### src/verilog/sto_pkg.sv
`default_nettype none
package sto_pkg;
  // ****************************************
  // Timing
  // ****************************************
  localparam int CLK_PERIOD_NS = 25;
  localparam int TEST_OFF_NS = 5_000_000;
  localparam int TEST_OFF_CYC = TEST_OFF_NS / CLK_PERIOD_NS;
  localparam int RESTART_WAIT_NS = 200_000_000;
  localparam int RESTART_WAIT_CYC = RESTART_WAIT_NS / CLK_PERIOD_NS;
  localparam int DISC_TOL_CYC_DEF = 40_000;
  localparam int TEST_ITV_CYC_DEF = 400_000_000;
  localparam int ACK_PULSE_CYC = 4;

  // ****************************************
  // Fault values
  // ****************************************
  localparam logic [15:0] FV_NONE = 16'h0000;
  localparam logic [15:0] FV_DISC_A = 16'h07D0;
  localparam logic [15:0] FV_DISC_B = 16'h07D2;

  // ****************************************
  // Modes and states
  // ****************************************
  typedef enum logic [1:0] {CFG_BASIC, CFG_EXT, CFG_PMT} sto_cfg_e;
  typedef enum logic [1:0] {TSM_1, TSM_2, TSM_3, TSM_4} sto_tsm_e;
  typedef enum logic [1:0] {TST_IDLE, TST_RUN, TST_DONE} sto_tst_e;
  typedef enum logic [2:0] {
    CS_IDLE, CS_TEST, CS_TWAIT, CS_CHECK, CS_SACK, CS_SGAP, CS_STD, CS_DROP
  } sto_seq_e;

  // ****************************************
  // Controller register map
  // ****************************************
  localparam logic [3:0] REG_CTRL = 4'h0;
  localparam logic [3:0] REG_CMD = 4'h4;
  localparam logic [3:0] REG_STATUS = 4'h8;
  localparam logic [3:0] REG_FAULT = 4'hC;
  localparam int CTRL_RUN = 0;
  localparam int CTRL_COAST_N = 1;
  localparam int CTRL_QUICK_N = 2;
  localparam int CTRL_BUS_STO = 3;
  localparam int CTRL_SEL_A = 4;
  localparam int CTRL_SEL_B = 5;
  localparam int CTRL_SPEED0 = 6;
  localparam int CTRL_STANDSTILL = 7;
  localparam int CTRL_AUTO = 8;
  localparam int CTRL_W = 9;
  localparam logic [8:0] CTRL_RST = 9'h006;
  localparam int CMD_TEST = 0;
  localparam int CMD_ACK = 1;
  localparam int STATUS_W = 15;
endpackage : sto_pkg
`default_nettype wire

### src/verilog/sto_link_if.sv
`timescale 1ns/1ps
`default_nettype none
interface sto_link_if;
  // Controller to device
  logic fsi_a;
  logic fsi_b;
  logic bus_sto_select;
  logic run_command;
  logic coast_stop_command_n;
  logic quick_stop_command_n;
  logic output_test_start;
  logic safe_acknowledge_flag;
  logic standard_acknowledge;
  // Device to controller
  logic torque_off_active_basic_flag;
  logic torque_off_deselect_basic_flag;
  logic torque_off_active_extended_flag;
  logic torque_off_deselect_extended_flag;
  logic ready_to_switch_on_flag;
  logic safety_internal_event_flag;
  logic test_required_extended_flag;
  logic test_busy;
  logic test_fail;
  logic discrepancy_fault;
  logic [15:0] fault_value;

  modport device (
    input fsi_a, fsi_b, bus_sto_select, run_command, coast_stop_command_n,
    quick_stop_command_n, output_test_start, safe_acknowledge_flag,
    standard_acknowledge,
    output torque_off_active_basic_flag, torque_off_deselect_basic_flag,
    torque_off_active_extended_flag, torque_off_deselect_extended_flag,
    ready_to_switch_on_flag, safety_internal_event_flag,
    test_required_extended_flag, test_busy, test_fail, discrepancy_fault,
    fault_value
  );
  modport ctrl (
    output fsi_a, fsi_b, bus_sto_select, run_command, coast_stop_command_n,
    quick_stop_command_n, output_test_start, safe_acknowledge_flag,
    standard_acknowledge,
    input torque_off_active_basic_flag, torque_off_deselect_basic_flag,
    torque_off_active_extended_flag, torque_off_deselect_extended_flag,
    ready_to_switch_on_flag, safety_internal_event_flag,
    test_required_extended_flag, test_busy, test_fail, discrepancy_fault,
    fault_value
  );
endinterface : sto_link_if
`default_nettype wire

### src/verilog/sto_device.sv
// Operation
// - Time output test interval, raise alarm
// - Controller starts test once alarm raised
// - Controller requests test only with run
// - Test drives output off, checks actuator
// - Controller drops start, confirms alarm cleared
// - Four selectable test-stop modes, three output shapes
// - STO active ignores run rising edge
// - STO active keeps motor off, stops ignored
// - No STO restriction when STO inactive
// - Input or telegram selection removes torque
// - Publish STO, deselect and ready flags
// - Restart waits for ready or delay
// - Basic discrepancy raises fault 2000/2002
// - Basic discrepancy sets internal event flag
// - Discrepant input evaluates zero until acknowledged
// - Discrepancy response chosen per configuration
// - Safe acknowledge by pulse or reselection
// - Standard acknowledge, drop run, reassert
//
// Local design decisions: the register addresses and the strobed register port.
`timescale 1ns/1ps
`default_nettype none
module sto_device #(
  parameter int DISC_TOL_CYC = sto_pkg::DISC_TOL_CYC_DEF,
  parameter int TEST_ITV_CYC = sto_pkg::TEST_ITV_CYC_DEF,
  parameter int TEST_OFF_CYC = sto_pkg::TEST_OFF_CYC
) (
  // Clock and reset
  input wire logic CLK_SYS,
  input wire logic RSTN,
  // Link to the safety controller
  sto_link_if.device LINK,
  // Configuration, same clock domain
  input wire sto_pkg::sto_cfg_e CFG_MODE,
  input wire sto_pkg::sto_tsm_e TEST_STOP_MODE,
  // Plant
  input wire logic ACTUATOR_FB,
  output logic MOTOR_ON,
  output logic TORQUE_EN,
  output logic FS_OUTPUT
);

  typedef struct packed {
    logic fb_s1;
    logic fb_s2;
    logic run_q;
    logic start_q;
    logic ack_q;
    logic bsel_q;
    logic sto_act;
    logic motor_on;
    logic torque_en;
    logic fs_out;
    logic ready;
    logic disc_latch;
    logic disc_fault;
    logic event_flag;
    logic fault_pend;
    logic [15:0] fault_value;
    logic [31:0] disc_cnt;
    logic [31:0] itv_cnt;
    logic [31:0] tcnt;
    logic test_req;
    logic test_fail;
    sto_pkg::sto_tst_e tst;
  } sto_dev_s;

  sto_dev_s r;
  sto_dev_s next_r;
  logic mism;
  logic ack_evt;
  logic disc_set;
  logic sto_sel;
  logic test_off;
  logic chk_now;
  logic fb_exp;
  logic [31:0] half;

  // ****************************************
  // Next state
  // ****************************************
  always_comb
  begin
    next_r = r;
    half = 32'(TEST_OFF_CYC / 2);
    test_off = 1'b0;
    chk_now = 1'b0;
    fb_exp = 1'b0;
    next_r.fb_s1 = ACTUATOR_FB;
    next_r.fb_s2 = r.fb_s1;
    next_r.run_q = LINK.run_command;
    next_r.start_q = LINK.output_test_start;
    next_r.ack_q = LINK.safe_acknowledge_flag;
    next_r.bsel_q = LINK.bus_sto_select;

    // Discrepancy between the two input channels
    mism = LINK.fsi_a ^ LINK.fsi_b;
    disc_set = mism & ~r.disc_latch
      & (r.disc_cnt >= 32'(DISC_TOL_CYC - 1));
    next_r.disc_cnt = (mism & ~r.disc_latch) ? r.disc_cnt + 32'h1 : 32'h0;
    ack_evt = (r.ack_q & ~LINK.safe_acknowledge_flag)
      | (r.bsel_q & ~LINK.bus_sto_select);
    if (ack_evt)
    begin
      next_r.disc_latch = 1'b0;
      next_r.event_flag = 1'b0;
    end
    if (LINK.standard_acknowledge & ~r.disc_latch & ~disc_set)
    begin
      next_r.fault_pend = 1'b0;
      next_r.disc_fault = 1'b0;
      next_r.fault_value = sto_pkg::FV_NONE;
    end
    // A new discrepancy wins over any acknowledge in the same cycle
    if (disc_set)
    begin
      next_r.disc_latch = 1'b1;
      next_r.disc_fault = 1'b1;
      next_r.fault_pend = 1'b1;
      unique case (CFG_MODE)
        sto_pkg::CFG_BASIC:
        begin
          next_r.fault_value = LINK.fsi_a ? sto_pkg::FV_DISC_B
            : sto_pkg::FV_DISC_A;
          next_r.event_flag = 1'b1;
        end
        sto_pkg::CFG_EXT:
          next_r.fault_value = sto_pkg::FV_NONE;
        sto_pkg::CFG_PMT:
        begin
          next_r.fault_value = sto_pkg::FV_NONE;
          next_r.event_flag = 1'b1;
        end
        default:
          next_r.event_flag = 1'b1;
      endcase
    end

    // Selection by either channel low, a latched input or the telegram
    sto_sel = ~(LINK.fsi_a & LINK.fsi_b & ~next_r.disc_latch)
      | LINK.bus_sto_select;
    next_r.sto_act = sto_sel;

    // Motor switching
    if (sto_sel | next_r.fault_pend)
      next_r.motor_on = 1'b0;
    else if (~LINK.run_command | ~LINK.coast_stop_command_n
      | ~LINK.quick_stop_command_n)
      next_r.motor_on = 1'b0;
    else if (LINK.run_command & ~r.run_q)
      next_r.motor_on = 1'b1;
    next_r.torque_en = next_r.motor_on & ~sto_sel;
    next_r.ready = ~sto_sel & ~next_r.fault_pend & ~next_r.motor_on;

    // Monitoring interval
    if (~r.test_req)
    begin
      next_r.itv_cnt = r.itv_cnt + 32'h1;
      if (r.itv_cnt >= 32'(TEST_ITV_CYC - 1))
        next_r.test_req = 1'b1;
    end

    // Forced output test
    unique case (r.tst)
      sto_pkg::TST_IDLE:
      begin
        if (LINK.output_test_start & ~r.start_q & LINK.run_command & ~sto_sel)
        begin
          next_r.tst = sto_pkg::TST_RUN;
          next_r.tcnt = 32'h0;
          next_r.test_fail = 1'b0;
        end
      end
      sto_pkg::TST_RUN:
      begin
        unique case (TEST_STOP_MODE)
          sto_pkg::TSM_1:
          begin
            test_off = 1'b1;
            chk_now = r.tcnt == 32'(TEST_OFF_CYC - 1);
          end
          sto_pkg::TSM_2:
          begin
            test_off = r.tcnt < half;
            chk_now = r.tcnt == half - 32'h1;
          end
          sto_pkg::TSM_3:
          begin
            test_off = r.tcnt >= half;
            chk_now = r.tcnt == 32'(TEST_OFF_CYC - 1);
          end
          sto_pkg::TSM_4:
          begin
            test_off = 1'b1;
            fb_exp = 1'b1;
            chk_now = r.tcnt == 32'(TEST_OFF_CYC - 1);
          end
        endcase
        if (chk_now & (r.fb_s2 != fb_exp))
          next_r.test_fail = 1'b1;
        next_r.tcnt = r.tcnt + 32'h1;
        if (r.tcnt == 32'(TEST_OFF_CYC - 1))
        begin
          next_r.tst = sto_pkg::TST_DONE;
          if (~next_r.test_fail)
          begin
            next_r.test_req = 1'b0;
            next_r.itv_cnt = 32'h0;
          end
        end
      end
      sto_pkg::TST_DONE:
      begin
        if (~LINK.output_test_start)
          next_r.tst = sto_pkg::TST_IDLE;
      end
      default:
      begin
        next_r.tst = sto_pkg::TST_IDLE;
      end
    endcase
    next_r.fs_out = ~(test_off & (r.tcnt != 32'(TEST_OFF_CYC - 1)))
      & ~next_r.event_flag;
  end

  // ****************************************
  // State register
  // ****************************************
  always_ff @(posedge CLK_SYS or negedge RSTN)
  begin
    if (!RSTN)
    begin
      r <= '0;
      r.sto_act <= 1'b1;
      r.fs_out <= 1'b1;
      r.fault_value <= sto_pkg::FV_NONE;
      r.tst <= sto_pkg::TST_IDLE;
    end
    else
      r <= next_r;
  end

  // ****************************************
  // Outputs
  // ****************************************
  assign MOTOR_ON = r.motor_on;
  assign TORQUE_EN = r.torque_en;
  assign FS_OUTPUT = r.fs_out;
  assign LINK.torque_off_active_basic_flag = r.sto_act;
  assign LINK.torque_off_deselect_basic_flag = ~r.sto_act;
  assign LINK.torque_off_active_extended_flag =
    r.sto_act & (CFG_MODE == sto_pkg::CFG_EXT);
  assign LINK.torque_off_deselect_extended_flag =
    ~r.sto_act & (CFG_MODE == sto_pkg::CFG_EXT);
  assign LINK.ready_to_switch_on_flag = r.ready;
  assign LINK.safety_internal_event_flag = r.event_flag;
  assign LINK.test_required_extended_flag = r.test_req;
  assign LINK.test_busy = r.tst == sto_pkg::TST_RUN;
  assign LINK.test_fail = r.test_fail;
  assign LINK.discrepancy_fault = r.disc_fault;
  assign LINK.fault_value = r.fault_value;

endmodule : sto_device
`default_nettype wire

### src/flat_wrapper.sv
// flat-port wrapper written by rule: the top's interface ports become plain ports
module sto_device_flat 
#(
  parameter int DISC_TOL_CYC = sto_pkg::DISC_TOL_CYC_DEF,
  parameter int TEST_ITV_CYC = sto_pkg::TEST_ITV_CYC_DEF,
  parameter int TEST_OFF_CYC = sto_pkg::TEST_OFF_CYC
)
  (CLK_SYS, RSTN, CFG_MODE, TEST_STOP_MODE, ACTUATOR_FB, MOTOR_ON, TORQUE_EN, FS_OUTPUT, LINK_fsi_a, LINK_fsi_b, LINK_bus_sto_select, LINK_run_command, LINK_coast_stop_command_n, LINK_quick_stop_command_n, LINK_output_test_start, LINK_safe_acknowledge_flag, LINK_standard_acknowledge, LINK_torque_off_active_basic_flag, LINK_torque_off_deselect_basic_flag, LINK_torque_off_active_extended_flag, LINK_torque_off_deselect_extended_flag, LINK_ready_to_switch_on_flag, LINK_safety_internal_event_flag, LINK_test_required_extended_flag, LINK_test_busy, LINK_test_fail, LINK_discrepancy_fault, LINK_fault_value);
  sto_link_if LINK_i ();
  input wire logic CLK_SYS;
  input wire logic RSTN;
  input wire sto_pkg::sto_cfg_e CFG_MODE;
  input wire sto_pkg::sto_tsm_e TEST_STOP_MODE;
  input wire logic ACTUATOR_FB;
  output logic MOTOR_ON;
  output logic TORQUE_EN;
  output logic FS_OUTPUT;
  input wire logic [$bits(LINK_i.fsi_a)-1:0] LINK_fsi_a;
  input wire logic [$bits(LINK_i.fsi_b)-1:0] LINK_fsi_b;
  input wire logic [$bits(LINK_i.bus_sto_select)-1:0] LINK_bus_sto_select;
  input wire logic [$bits(LINK_i.run_command)-1:0] LINK_run_command;
  input wire logic [$bits(LINK_i.coast_stop_command_n)-1:0] LINK_coast_stop_command_n;
  input wire logic [$bits(LINK_i.quick_stop_command_n)-1:0] LINK_quick_stop_command_n;
  input wire logic [$bits(LINK_i.output_test_start)-1:0] LINK_output_test_start;
  input wire logic [$bits(LINK_i.safe_acknowledge_flag)-1:0] LINK_safe_acknowledge_flag;
  input wire logic [$bits(LINK_i.standard_acknowledge)-1:0] LINK_standard_acknowledge;
  output wire logic [$bits(LINK_i.torque_off_active_basic_flag)-1:0] LINK_torque_off_active_basic_flag;
  output wire logic [$bits(LINK_i.torque_off_deselect_basic_flag)-1:0] LINK_torque_off_deselect_basic_flag;
  output wire logic [$bits(LINK_i.torque_off_active_extended_flag)-1:0] LINK_torque_off_active_extended_flag;
  output wire logic [$bits(LINK_i.torque_off_deselect_extended_flag)-1:0] LINK_torque_off_deselect_extended_flag;
  output wire logic [$bits(LINK_i.ready_to_switch_on_flag)-1:0] LINK_ready_to_switch_on_flag;
  output wire logic [$bits(LINK_i.safety_internal_event_flag)-1:0] LINK_safety_internal_event_flag;
  output wire logic [$bits(LINK_i.test_required_extended_flag)-1:0] LINK_test_required_extended_flag;
  output wire logic [$bits(LINK_i.test_busy)-1:0] LINK_test_busy;
  output wire logic [$bits(LINK_i.test_fail)-1:0] LINK_test_fail;
  output wire logic [$bits(LINK_i.discrepancy_fault)-1:0] LINK_discrepancy_fault;
  output wire logic [$bits(LINK_i.fault_value)-1:0] LINK_fault_value;
  assign LINK_i.fsi_a = LINK_fsi_a;
  assign LINK_i.fsi_b = LINK_fsi_b;
  assign LINK_i.bus_sto_select = LINK_bus_sto_select;
  assign LINK_i.run_command = LINK_run_command;
  assign LINK_i.coast_stop_command_n = LINK_coast_stop_command_n;
  assign LINK_i.quick_stop_command_n = LINK_quick_stop_command_n;
  assign LINK_i.output_test_start = LINK_output_test_start;
  assign LINK_i.safe_acknowledge_flag = LINK_safe_acknowledge_flag;
  assign LINK_i.standard_acknowledge = LINK_standard_acknowledge;
  assign LINK_torque_off_active_basic_flag = LINK_i.torque_off_active_basic_flag;
  assign LINK_torque_off_deselect_basic_flag = LINK_i.torque_off_deselect_basic_flag;
  assign LINK_torque_off_active_extended_flag = LINK_i.torque_off_active_extended_flag;
  assign LINK_torque_off_deselect_extended_flag = LINK_i.torque_off_deselect_extended_flag;
  assign LINK_ready_to_switch_on_flag = LINK_i.ready_to_switch_on_flag;
  assign LINK_safety_internal_event_flag = LINK_i.safety_internal_event_flag;
  assign LINK_test_required_extended_flag = LINK_i.test_required_extended_flag;
  assign LINK_test_busy = LINK_i.test_busy;
  assign LINK_test_fail = LINK_i.test_fail;
  assign LINK_discrepancy_fault = LINK_i.discrepancy_fault;
  assign LINK_fault_value = LINK_i.fault_value;
  sto_device #(.DISC_TOL_CYC(DISC_TOL_CYC), .TEST_ITV_CYC(TEST_ITV_CYC), .TEST_OFF_CYC(TEST_OFF_CYC)) u_core (.CLK_SYS(CLK_SYS), .RSTN(RSTN), .LINK(LINK_i), .CFG_MODE(CFG_MODE), .TEST_STOP_MODE(TEST_STOP_MODE), .ACTUATOR_FB(ACTUATOR_FB), .MOTOR_ON(MOTOR_ON), .TORQUE_EN(TORQUE_EN), .FS_OUTPUT(FS_OUTPUT));
endmodule
### config.mk
export PLATFORM = sky130hd
export DESIGN_NAME = sto_device_flat
export DESIGN_NICKNAME = d
export VERILOG_FILES = /design/src/verilog/sto_pkg.sv /design/src/verilog/sto_link_if.sv /design/src/verilog/sto_device.sv /design/src/flat_wrapper.sv
export SDC_FILE = /design/constraint.sdc
export NUM_CORES = 1
export LEC_CHECK = 0
export ABC_CLOCK_PERIOD_IN_PS = 2100
export BUFFER_PORTS_ARGS = -buffer_cell sky130_fd_sc_hd__clkbuf_2
export CORE_MARGIN = 5
export CORE_UTILIZATION = 35
export DETAILED_ROUTE_END_ITERATION = 16
export GPL_TIMING_DRIVEN = 1
export MAX_ROUTING_LAYER = met4
export PLACE_DENSITY = 0.54
export SLEW_MARGIN = 20
export SYNTH_ARGS = -nofsm -noshare
export SYNTH_HDL_FRONTEND = slang
export SYNTH_SLANG_ARGS = --single-unit
### constraint.sdc
create_clock -name CLK_SYS -period 2.1 [get_ports CLK_SYS]
set_input_delay 0.42 -clock CLK_SYS [delete_from_list [all_inputs] [get_ports CLK_SYS]]
set_output_delay 0.42 -clock CLK_SYS [all_outputs]
set_load 0.05 [all_outputs]
==> results of run 1 <==
-- state kept, by name, indices dropped and copies added, names as in the netlist --
register                                  count
u_core.r                                    105
u_core.LINK.safety_internal_event_flag        1
u_core.LINK.discrepancy_fault                 1
u_core.TORQUE_EN                              1
u_core.LINK.test_fail                         1
u_core.LINK.torque_off_active_basic_flag      1
u_core.LINK.test_required_extended_flag       1
u_core.next_r                                 1
u_core.LINK.ready_to_switch_on_flag           1
u_core.LINK.fault_value                      16
u_core.MOTOR_ON                               1
u_core.FS_OUTPUT                              1
-- placed cells by master (no fill, tap or decap), types with 5 or more instances in the layout --
cell / synthesis / layout
ha_1: 8 / 7
nor2_1: 78 / 77
nor4_1: 13 / 9
and4_1: 9 / 8
and3_1: 16 / 16
and2_1: 7 / 7
nor3_1: 13 / 12
nand3_1: 40 / 40
a21oi_1: 7 / 6
buf_12: 0 / 5
nand2b_1: 7 / 7
clkbuf_16: 0 / 18
nand4_1: 38 / 38
inv_1: 21 / 21
dfrtp_1: 129 / 126
xor2_1: 58 / 58
o21ai_0: 8 / 8
o21ai_1: 7 / 6
nor2b_1: 12 / 12
buf_4: 16 / 74
nor2_2: 30 / 30
nor4_2: 8 / 8
xnor2_1: 21 / 21
clkbuf_2: 1 / 43
nand2_1: 46 / 45
mux2i_1: 7 / 7
-- routing by layer --
metal	part of all wire	GRT usage	up-vias
li1	-	-	2562
met1	0.48	0.203	2549
met2	0.47	0.222	94
met3	0.042	0.0360	10
met4	0.0092	0.0490	0
met5	0	-	-
-- cell type report --
type,instances,area share
clock buffers,18,0.0508
clock inverters,14,0.0212
inverters,21,0.00933
multi-input cells,486,0.382
flip-flops and latches,131,0.389
well taps,260,0.0385
repair buffers,126,0.110
-- power by group through the flow --
stage               logic, mW  registers [mW]  clock network, mW
floorplan               0.527            3.03                  0
global placement         1.01            2.99                  0
detailed placement       1.05            3.00                  0
CTS                      1.06            2.97               3.13
global route             1.19            2.99               3.25
finish                   1.06            2.97               3.06
-- critical path, cell delays in order (launching register included) --
cell and delay [ps]:
dfrtp_1 410, nor4_4 380, nand3_2 150, or3_4 370
a2111oi_4 220, buf_4 210, clkbuf_16 160, a31oi_1 40
-- repair_timing --
| item | CTS | global route |
|---|---|---|
| pin swaps | 2 | 9 |
| hold endpoints to repair | 44 | 0 |
| cloned | 0 | 3 |
| setup buffers | 1 | 6 |
| endpoints found under the setup margin | 54 | 51 |
| resized for setup | 4 | 24 |
| hold buffers | 1 | 0 |
-- cells by family after synthesis --
family                     Yosys count  share of synthesized area
buffers and inverters               60                     0.0475
AOI/OAI and AO/OA                   50                     0.0553
and+or+nand+nor                    342                      0.281
adders and majority gates            8                     0.0149
DFF                                131                      0.488
xor gates and xnor gates            79                      0.103
muxes                                7                     0.0104
-- per-stage QoR --
step	hold slack [ps]	cells	setup TNS [ps]	setup slack, ps	total power, mW
finish	103	1056	0	24.4	7.10
global route	94.0	1056	-963	-56.7	7.43
CTS	82.0	1047	-110	-26.8	7.16
detailed placement	352	1013	-1890	-85.7	4.05
global placement	341	1013	-1310	-56.5	4.01
floorplan	124	677	0	6.67	3.56
-- worst paths after layout --
path	start	cells after the start	endpoint
worst min-delay path	ACTUATOR_FB	1	u_core.next_r[129]$_DFF_PN0_
worst max register to register	u_core.r[18]$_DFFE_PN0P_	7	u_core.LINK.test_required_extended_flag$_DFF_PN0_
min in group asynchronous	RSTN	2	u_core.r[91]$_DFF_PN0_
worst max-delay path	u_core.r[18]$_DFFE_PN0P_	7	u_core.LINK.test_required_extended_flag$_DFF_PN0_
max in group asynchronous	RSTN	3	u_core.FS_OUTPUT$_DFF_PN1_
worst min register to register	u_core.next_r[129]$_DFF_PN0_	0	u_core.r[129]$_DFF_PN0_
==> results.md, run 1 <==
- Sw frac: 0.278
- Share of cells above drive strength 1: 0.283
- Core Region: 18,800 um2
- # fillers: 1,771
- Worst slew margin: 0.680
- Mapped Nets: 701
- DRC: 0
- Endpoints failing setup: 0
- Worst setup path class: reg2reg
- Die ar.: 22,100 um2
- IO Count: 45
- Area Overhead vs Synth: 25.8%
- Area occupied by multi-input gates: 3230 um2
- Vias in the first global route: 5,171
- CTS Root Cell: clkbuf_16
- Synth Area per Inst: 9.92 um2
- Clock Power Share: 0.432
- Router iterations before antenna repair: 4
- Post-synthesis sequential area ratio: 0.488
- Mapped cell area: 6720 um2
- Register bit count reported by yosys: 131
- Comb power frac: 0.150
- Die height: 149 um
- GPL Wtd Cong: 0.842
- Initial Util: 0.357
- Vias/cell: 4.94
- Hold Fails Final Rpt: 0
- CP Capture Type: flop
- Cell Pwr Density: 839 nW/um2
- Skew-Pair Late Insertion Delay: 420 ps
- Detailed Route WL: 16.0 mm
- P_int: 5.12 mW
- Sequential share of power: 0.418
- Skew final: 12.1 ps
- Chip width: 149 um
- Port bufs: 44
- Vias: 5,215
- Largest area contributor in the netlist: dfrtp_1
- Critical path fanouts, max: 9
- Crit start category: flop
- Num CTS Buffers: 17
- Largest net degree at the start of global routing: 48
- RSZ-0062 raised after global routing: true
- Total grt overflow: 0
- Main area contributors after synthesis: dfrtp_1 48%, xor2_1 7.6%, nor2_1 4.4%
- First-pass GRT wire length: 26.0 mm
- Share of the synthesized area in the top cell type: 0.481
- Asr flop ratio synth: 1.00
- NetSw: 1.97 mW
- VDD IR max: 0.592 mV
- Pleak: 3.72 nW
- CP required: 2390 ps
- Count leader, synth: dfrtp_1
- Synth Flop Type: dfrtp_1
- HPWL after DPL: 10.9 mm
- Fin nets: 807
- CTS clk-pin slew, worst paths: 60 ps
- Gr usage total: 0.150
- Core Util, Final: 0.449
- Distinct cells, synth: 64
- Initial antenna violation count: 0
- Max Fclk: 0.482 GHz
- Cell Rows: 50
- Final min period: 2080 ps
- Deepest clock path buffer count: 2
- R2r setup slk: 20 ps
- Synth top cells by count: 129 x dfrtp_1, 78 x nor2_1, 58 x xor2_1
- Cells after Synth: 677
- Worst min path class: in2reg
- CTS tree: yes
- EDFF count, synth: 0
- Antenna Violating Nets Remaining: 0
- H-Tree Depth: 4
- Status: finished clean
- CTS Sinks: 131
- Sequential cell area: 3280 um2
- Crit path DAT: 2360 ps
- Pins over their slew limit: 0
- Placed Area: 7620 um2
- WL/cell: 15.2 um
- First-iteration detailed-routing DRC count: 310
- Final Instance Area: 8450 um2
- Final period util: 0.988
- Max-cap violations: 0
- Worst Max-Slew Pin Slew: 480 ps
- Synthesis Warnings: 0
- Inserted Diodes: 0
Power figures use the tool's default switching activity.
==> run 2: changes to the inputs <==
Settings changed: CELL_PAD_IN_SITES_DETAIL_PLACEMENT set to 0, CELL_PAD_IN_SITES_GLOBAL_PLACEMENT set to 1, PLACE_DENSITY 0.54 to 0.65.
==> run 2 against run 1 <==
Compared with the run above:
- flip-flop and latch count unchanged
- wire length decreased by 0.94%
- critical path depth unchanged
- largest power group unchanged
- largest cell class unchanged
- fmax increased by 1.0%
- critical endpoint is now u_core.r[60]$_DFF_PN0_
- clock-buffer cell count increased by 1
- first-iteration DRC count decreased by 9.4%
==> results.md, run 2 (same netlist as run 1, synthesis figures left out) <==
- Pleak: 3.70 nW (-0.54%)
- Max-cap violations: 0 (unchanged)
- Core Region: 18,800 um2 (unchanged)
- Flip-flop count of the largest register after layout: 105 (unchanged)
- Placed Area: 7520 um2 (-1.2%)
- IO Count: 45 (unchanged)
- Worst path max stage delay: 390 ps (-20 ps)
- Largest net degree at the start of global routing: 48 (unchanged)
- Most frequent cells in the layout: 125 x dfrtp_1, 77 x nor2_1, 64 x buf_4, 58 x xor2_1, 45 x nand2_1
- Area Overhead vs Synth: 26.1%
- First-iteration detailed-routing DRC count: 281 (-9.4%)
- Endpoints failing setup: 0 (unchanged)
- Dpl cells: 1,002 (-1.1%)
- Crit start category: flop
- Core Util, Final: 0.450 (+0.000996)
- HPWL after DPL: 10.8 mm (-0.78%)
- Worst Max-Slew Pin Slew: 617 ps (+137 ps)
- First-pass GRT wire length: 26.4 mm (+1.5%)
- Skew final: 9.36 ps (-2.71 ps)
- VDD IR max: 0.562 mV (-5.0%)
- Router iterations before antenna repair: 4 (unchanged)
- Fin nets: 797 (-1.2%)
- CP required: 2400 ps (about the same)
- Antenna Violating Nets Remaining: 0 (unchanged)
- GPL Wtd Cong: 0.866 (+2.9%)
- RSZ-0062 raised after global routing: true
- Gr usage total: 0.154 (+0.00401)
- Initial Util: 0.357 (unchanged)
- Cell Rows: 50 (unchanged)
- Cell Pwr Density: 873 nW/um2 (+4.0%)
- Num CTS Buffers: 17 (unchanged)
- CP Capture Type: flop
- Worst setup path startpoint: u_core.r[11]$_DFFE_PN0P_
- R2R depth: 7 (unchanged)
- Die height: 149 um (unchanged)
- Biggest register: u_core.r
- Skew-Pair Late Insertion Delay: 420 ps (about the same)
- Share of cells above drive strength 1: 0.281 (-0.00149)
- Hold_ws: 101 ps (-1.63 ps)
- DP Worst Slack: -116 ps (-30.3 ps)
- Status: finished clean
- Chip width: 149 um (unchanged)
- Tot Pwr: 7.39 mW (+4.2%)
- Critical path fanouts, max: 8 (-1)
- Worst Path Buf+Inv: 2 (unchanged)
- Final Instance Area: 8470 um2 (+0.22%)
- Crit path DAT: 2360 ps (about the same)
- Final period util: 0.979 (-0.00986)
- Detailed Route WL: 15.9 mm (-0.94%)
- Deepest clock path buffer count: 2 (unchanged)
- CTS tree: yes
- Worst slew margin: 0.588 (-0.0923)
- CP endpoint: u_core.r[60]$_DFF_PN0_
- Worst setup path class: reg2reg
- Final min period: 2050 ps (-20.7 ps)
- Vias: 5,219 (+0.077%)
- Vias/cell: 4.99 (+1.0%)
- Worst r2r src: u_core.r[11]$_DFFE_PN0P_
- RR Endpoint: u_core.r[60]$_DFF_PN0_
- Crit path depth: 7 (unchanged)
- Vias in the first global route: 5,222 (+0.99%)
- Port bufs: 44 (unchanged)
- Initial antenna violation count: 0 (unchanged)
- Slowest stage cell, crit path: nor4bb_1
- Final setup margin: 45.1 ps (+20.7 ps)
- Crit path cell chain: nor4bb_1 > nand3_2 > or3_4 > a2111oi_4 > buf_4 > clkbuf_16 > nor2_2
- Die ar.: 22,100 um2 (unchanged)
- Worst min path class: in2reg
- DRC: 0 (unchanged)
- CTS clk-pin slew, worst paths: 60 ps (about the same)
- Pins over their slew limit: 0 (unchanged)
- CTS Root Cell: clkbuf_16
- R2r setup slk: 50 ps (+20 ps)
- H-Tree Depth: 4 (unchanged)
- Largest regs: u_core.r x105, u_core.LINK.fault_value x16
- Most common cell after layout, fill and taps aside: dfrtp_1
- Total grt overflow: 0 (unchanged)
- Max Fclk: 0.487 GHz (+1.0%)
- Delay-heaviest family, CP: simple AND/OR/NAND/NOR gates
- Fin cells: 1,046 (-0.95%)
- CTS Sinks: 131 (unchanged)
- Post-route setup TNS: 0 ps (unchanged)
- Inserted Diodes: 0 (unchanged)
- Hold Fails Final Rpt: 0 (unchanged)
- WL/cell: 15.2 um (about the same)
-- run 2: layout make-up --
cell class	instances	area, um2
Clock buffer	19	443
Clock inverter	13	230
Fill cell	1775	10400
Inverter	21	78.8
Multi-Input combinational cell	486	3250
Sequential cell	131	3290
Tap cell	260	325
Timing Repair Buffer	116	856
-- run 2: worst min-delay path by stage --
| stage | start | end | slack (ps) | depth (start not counted) |
|---|---|---|---|---|
| after global placement | u_core.next_r[129]$_DFF_PN0_ | u_core.r[129]$_DFF_PN0_ | 340 | 0 |
| final | ACTUATOR_FB | u_core.next_r[129]$_DFF_PN0_ | 100 | 1 |
| after floorplan | RSTN | u_core.LINK.discrepancy_fault$_DFFE_PN0P_ | 120 | 0 |
| after global routing | ACTUATOR_FB | u_core.next_r[129]$_DFF_PN0_ | 90 | 1 |
| after detailed placement | u_core.next_r[129]$_DFF_PN0_ | u_core.r[129]$_DFF_PN0_ | 340 | 0 |
| after CTS | ACTUATOR_FB | u_core.next_r[129]$_DFF_PN0_ | 80 | 1 |
-- run 2: report_power, final --
part           internal (mW)  leakage (nW)  switching (mW)
Clock                   2.26         0.320            1.12
Combinational          0.472          1.68           0.577
Sequential              2.76          1.70           0.207
Total                   5.49          3.70            1.90
-- run 2: worst register-to-register path, stage by stage (launching register included) --
cell	delay, ps
dfrtp_1	380
nor4bb_1	390
nand3_2	140
or3_4	360
a2111oi_4	230
buf_4	220
clkbuf_16	180
nor2_2	50
-- run 2: routing by layer --
metal | track usage | part of all wire | wire length [um] | vias up
li1 | - | - | - | 2546
met1 | 0.196 | 0.46 | 7320 | 2553
met2 | 0.244 | 0.49 | 7710 | 98
met3 | 0.0283 | 0.034 | 544 | 22
met4 | 0.0600 | 0.018 | 281 | 0
met5 | - | 0 | 0 | -
-- run 2: repair_timing --
item / in CTS / in global routing
gates cloned: 3 / 1
hold buffers: 1 / 0
gates resized for setup: 14 / 16
pin swaps: 7 / 5
buffers inserted: 4 / 3
endpoints found under the setup margin: 75 / 87
endpoints found under the hold margin: 43 / 0
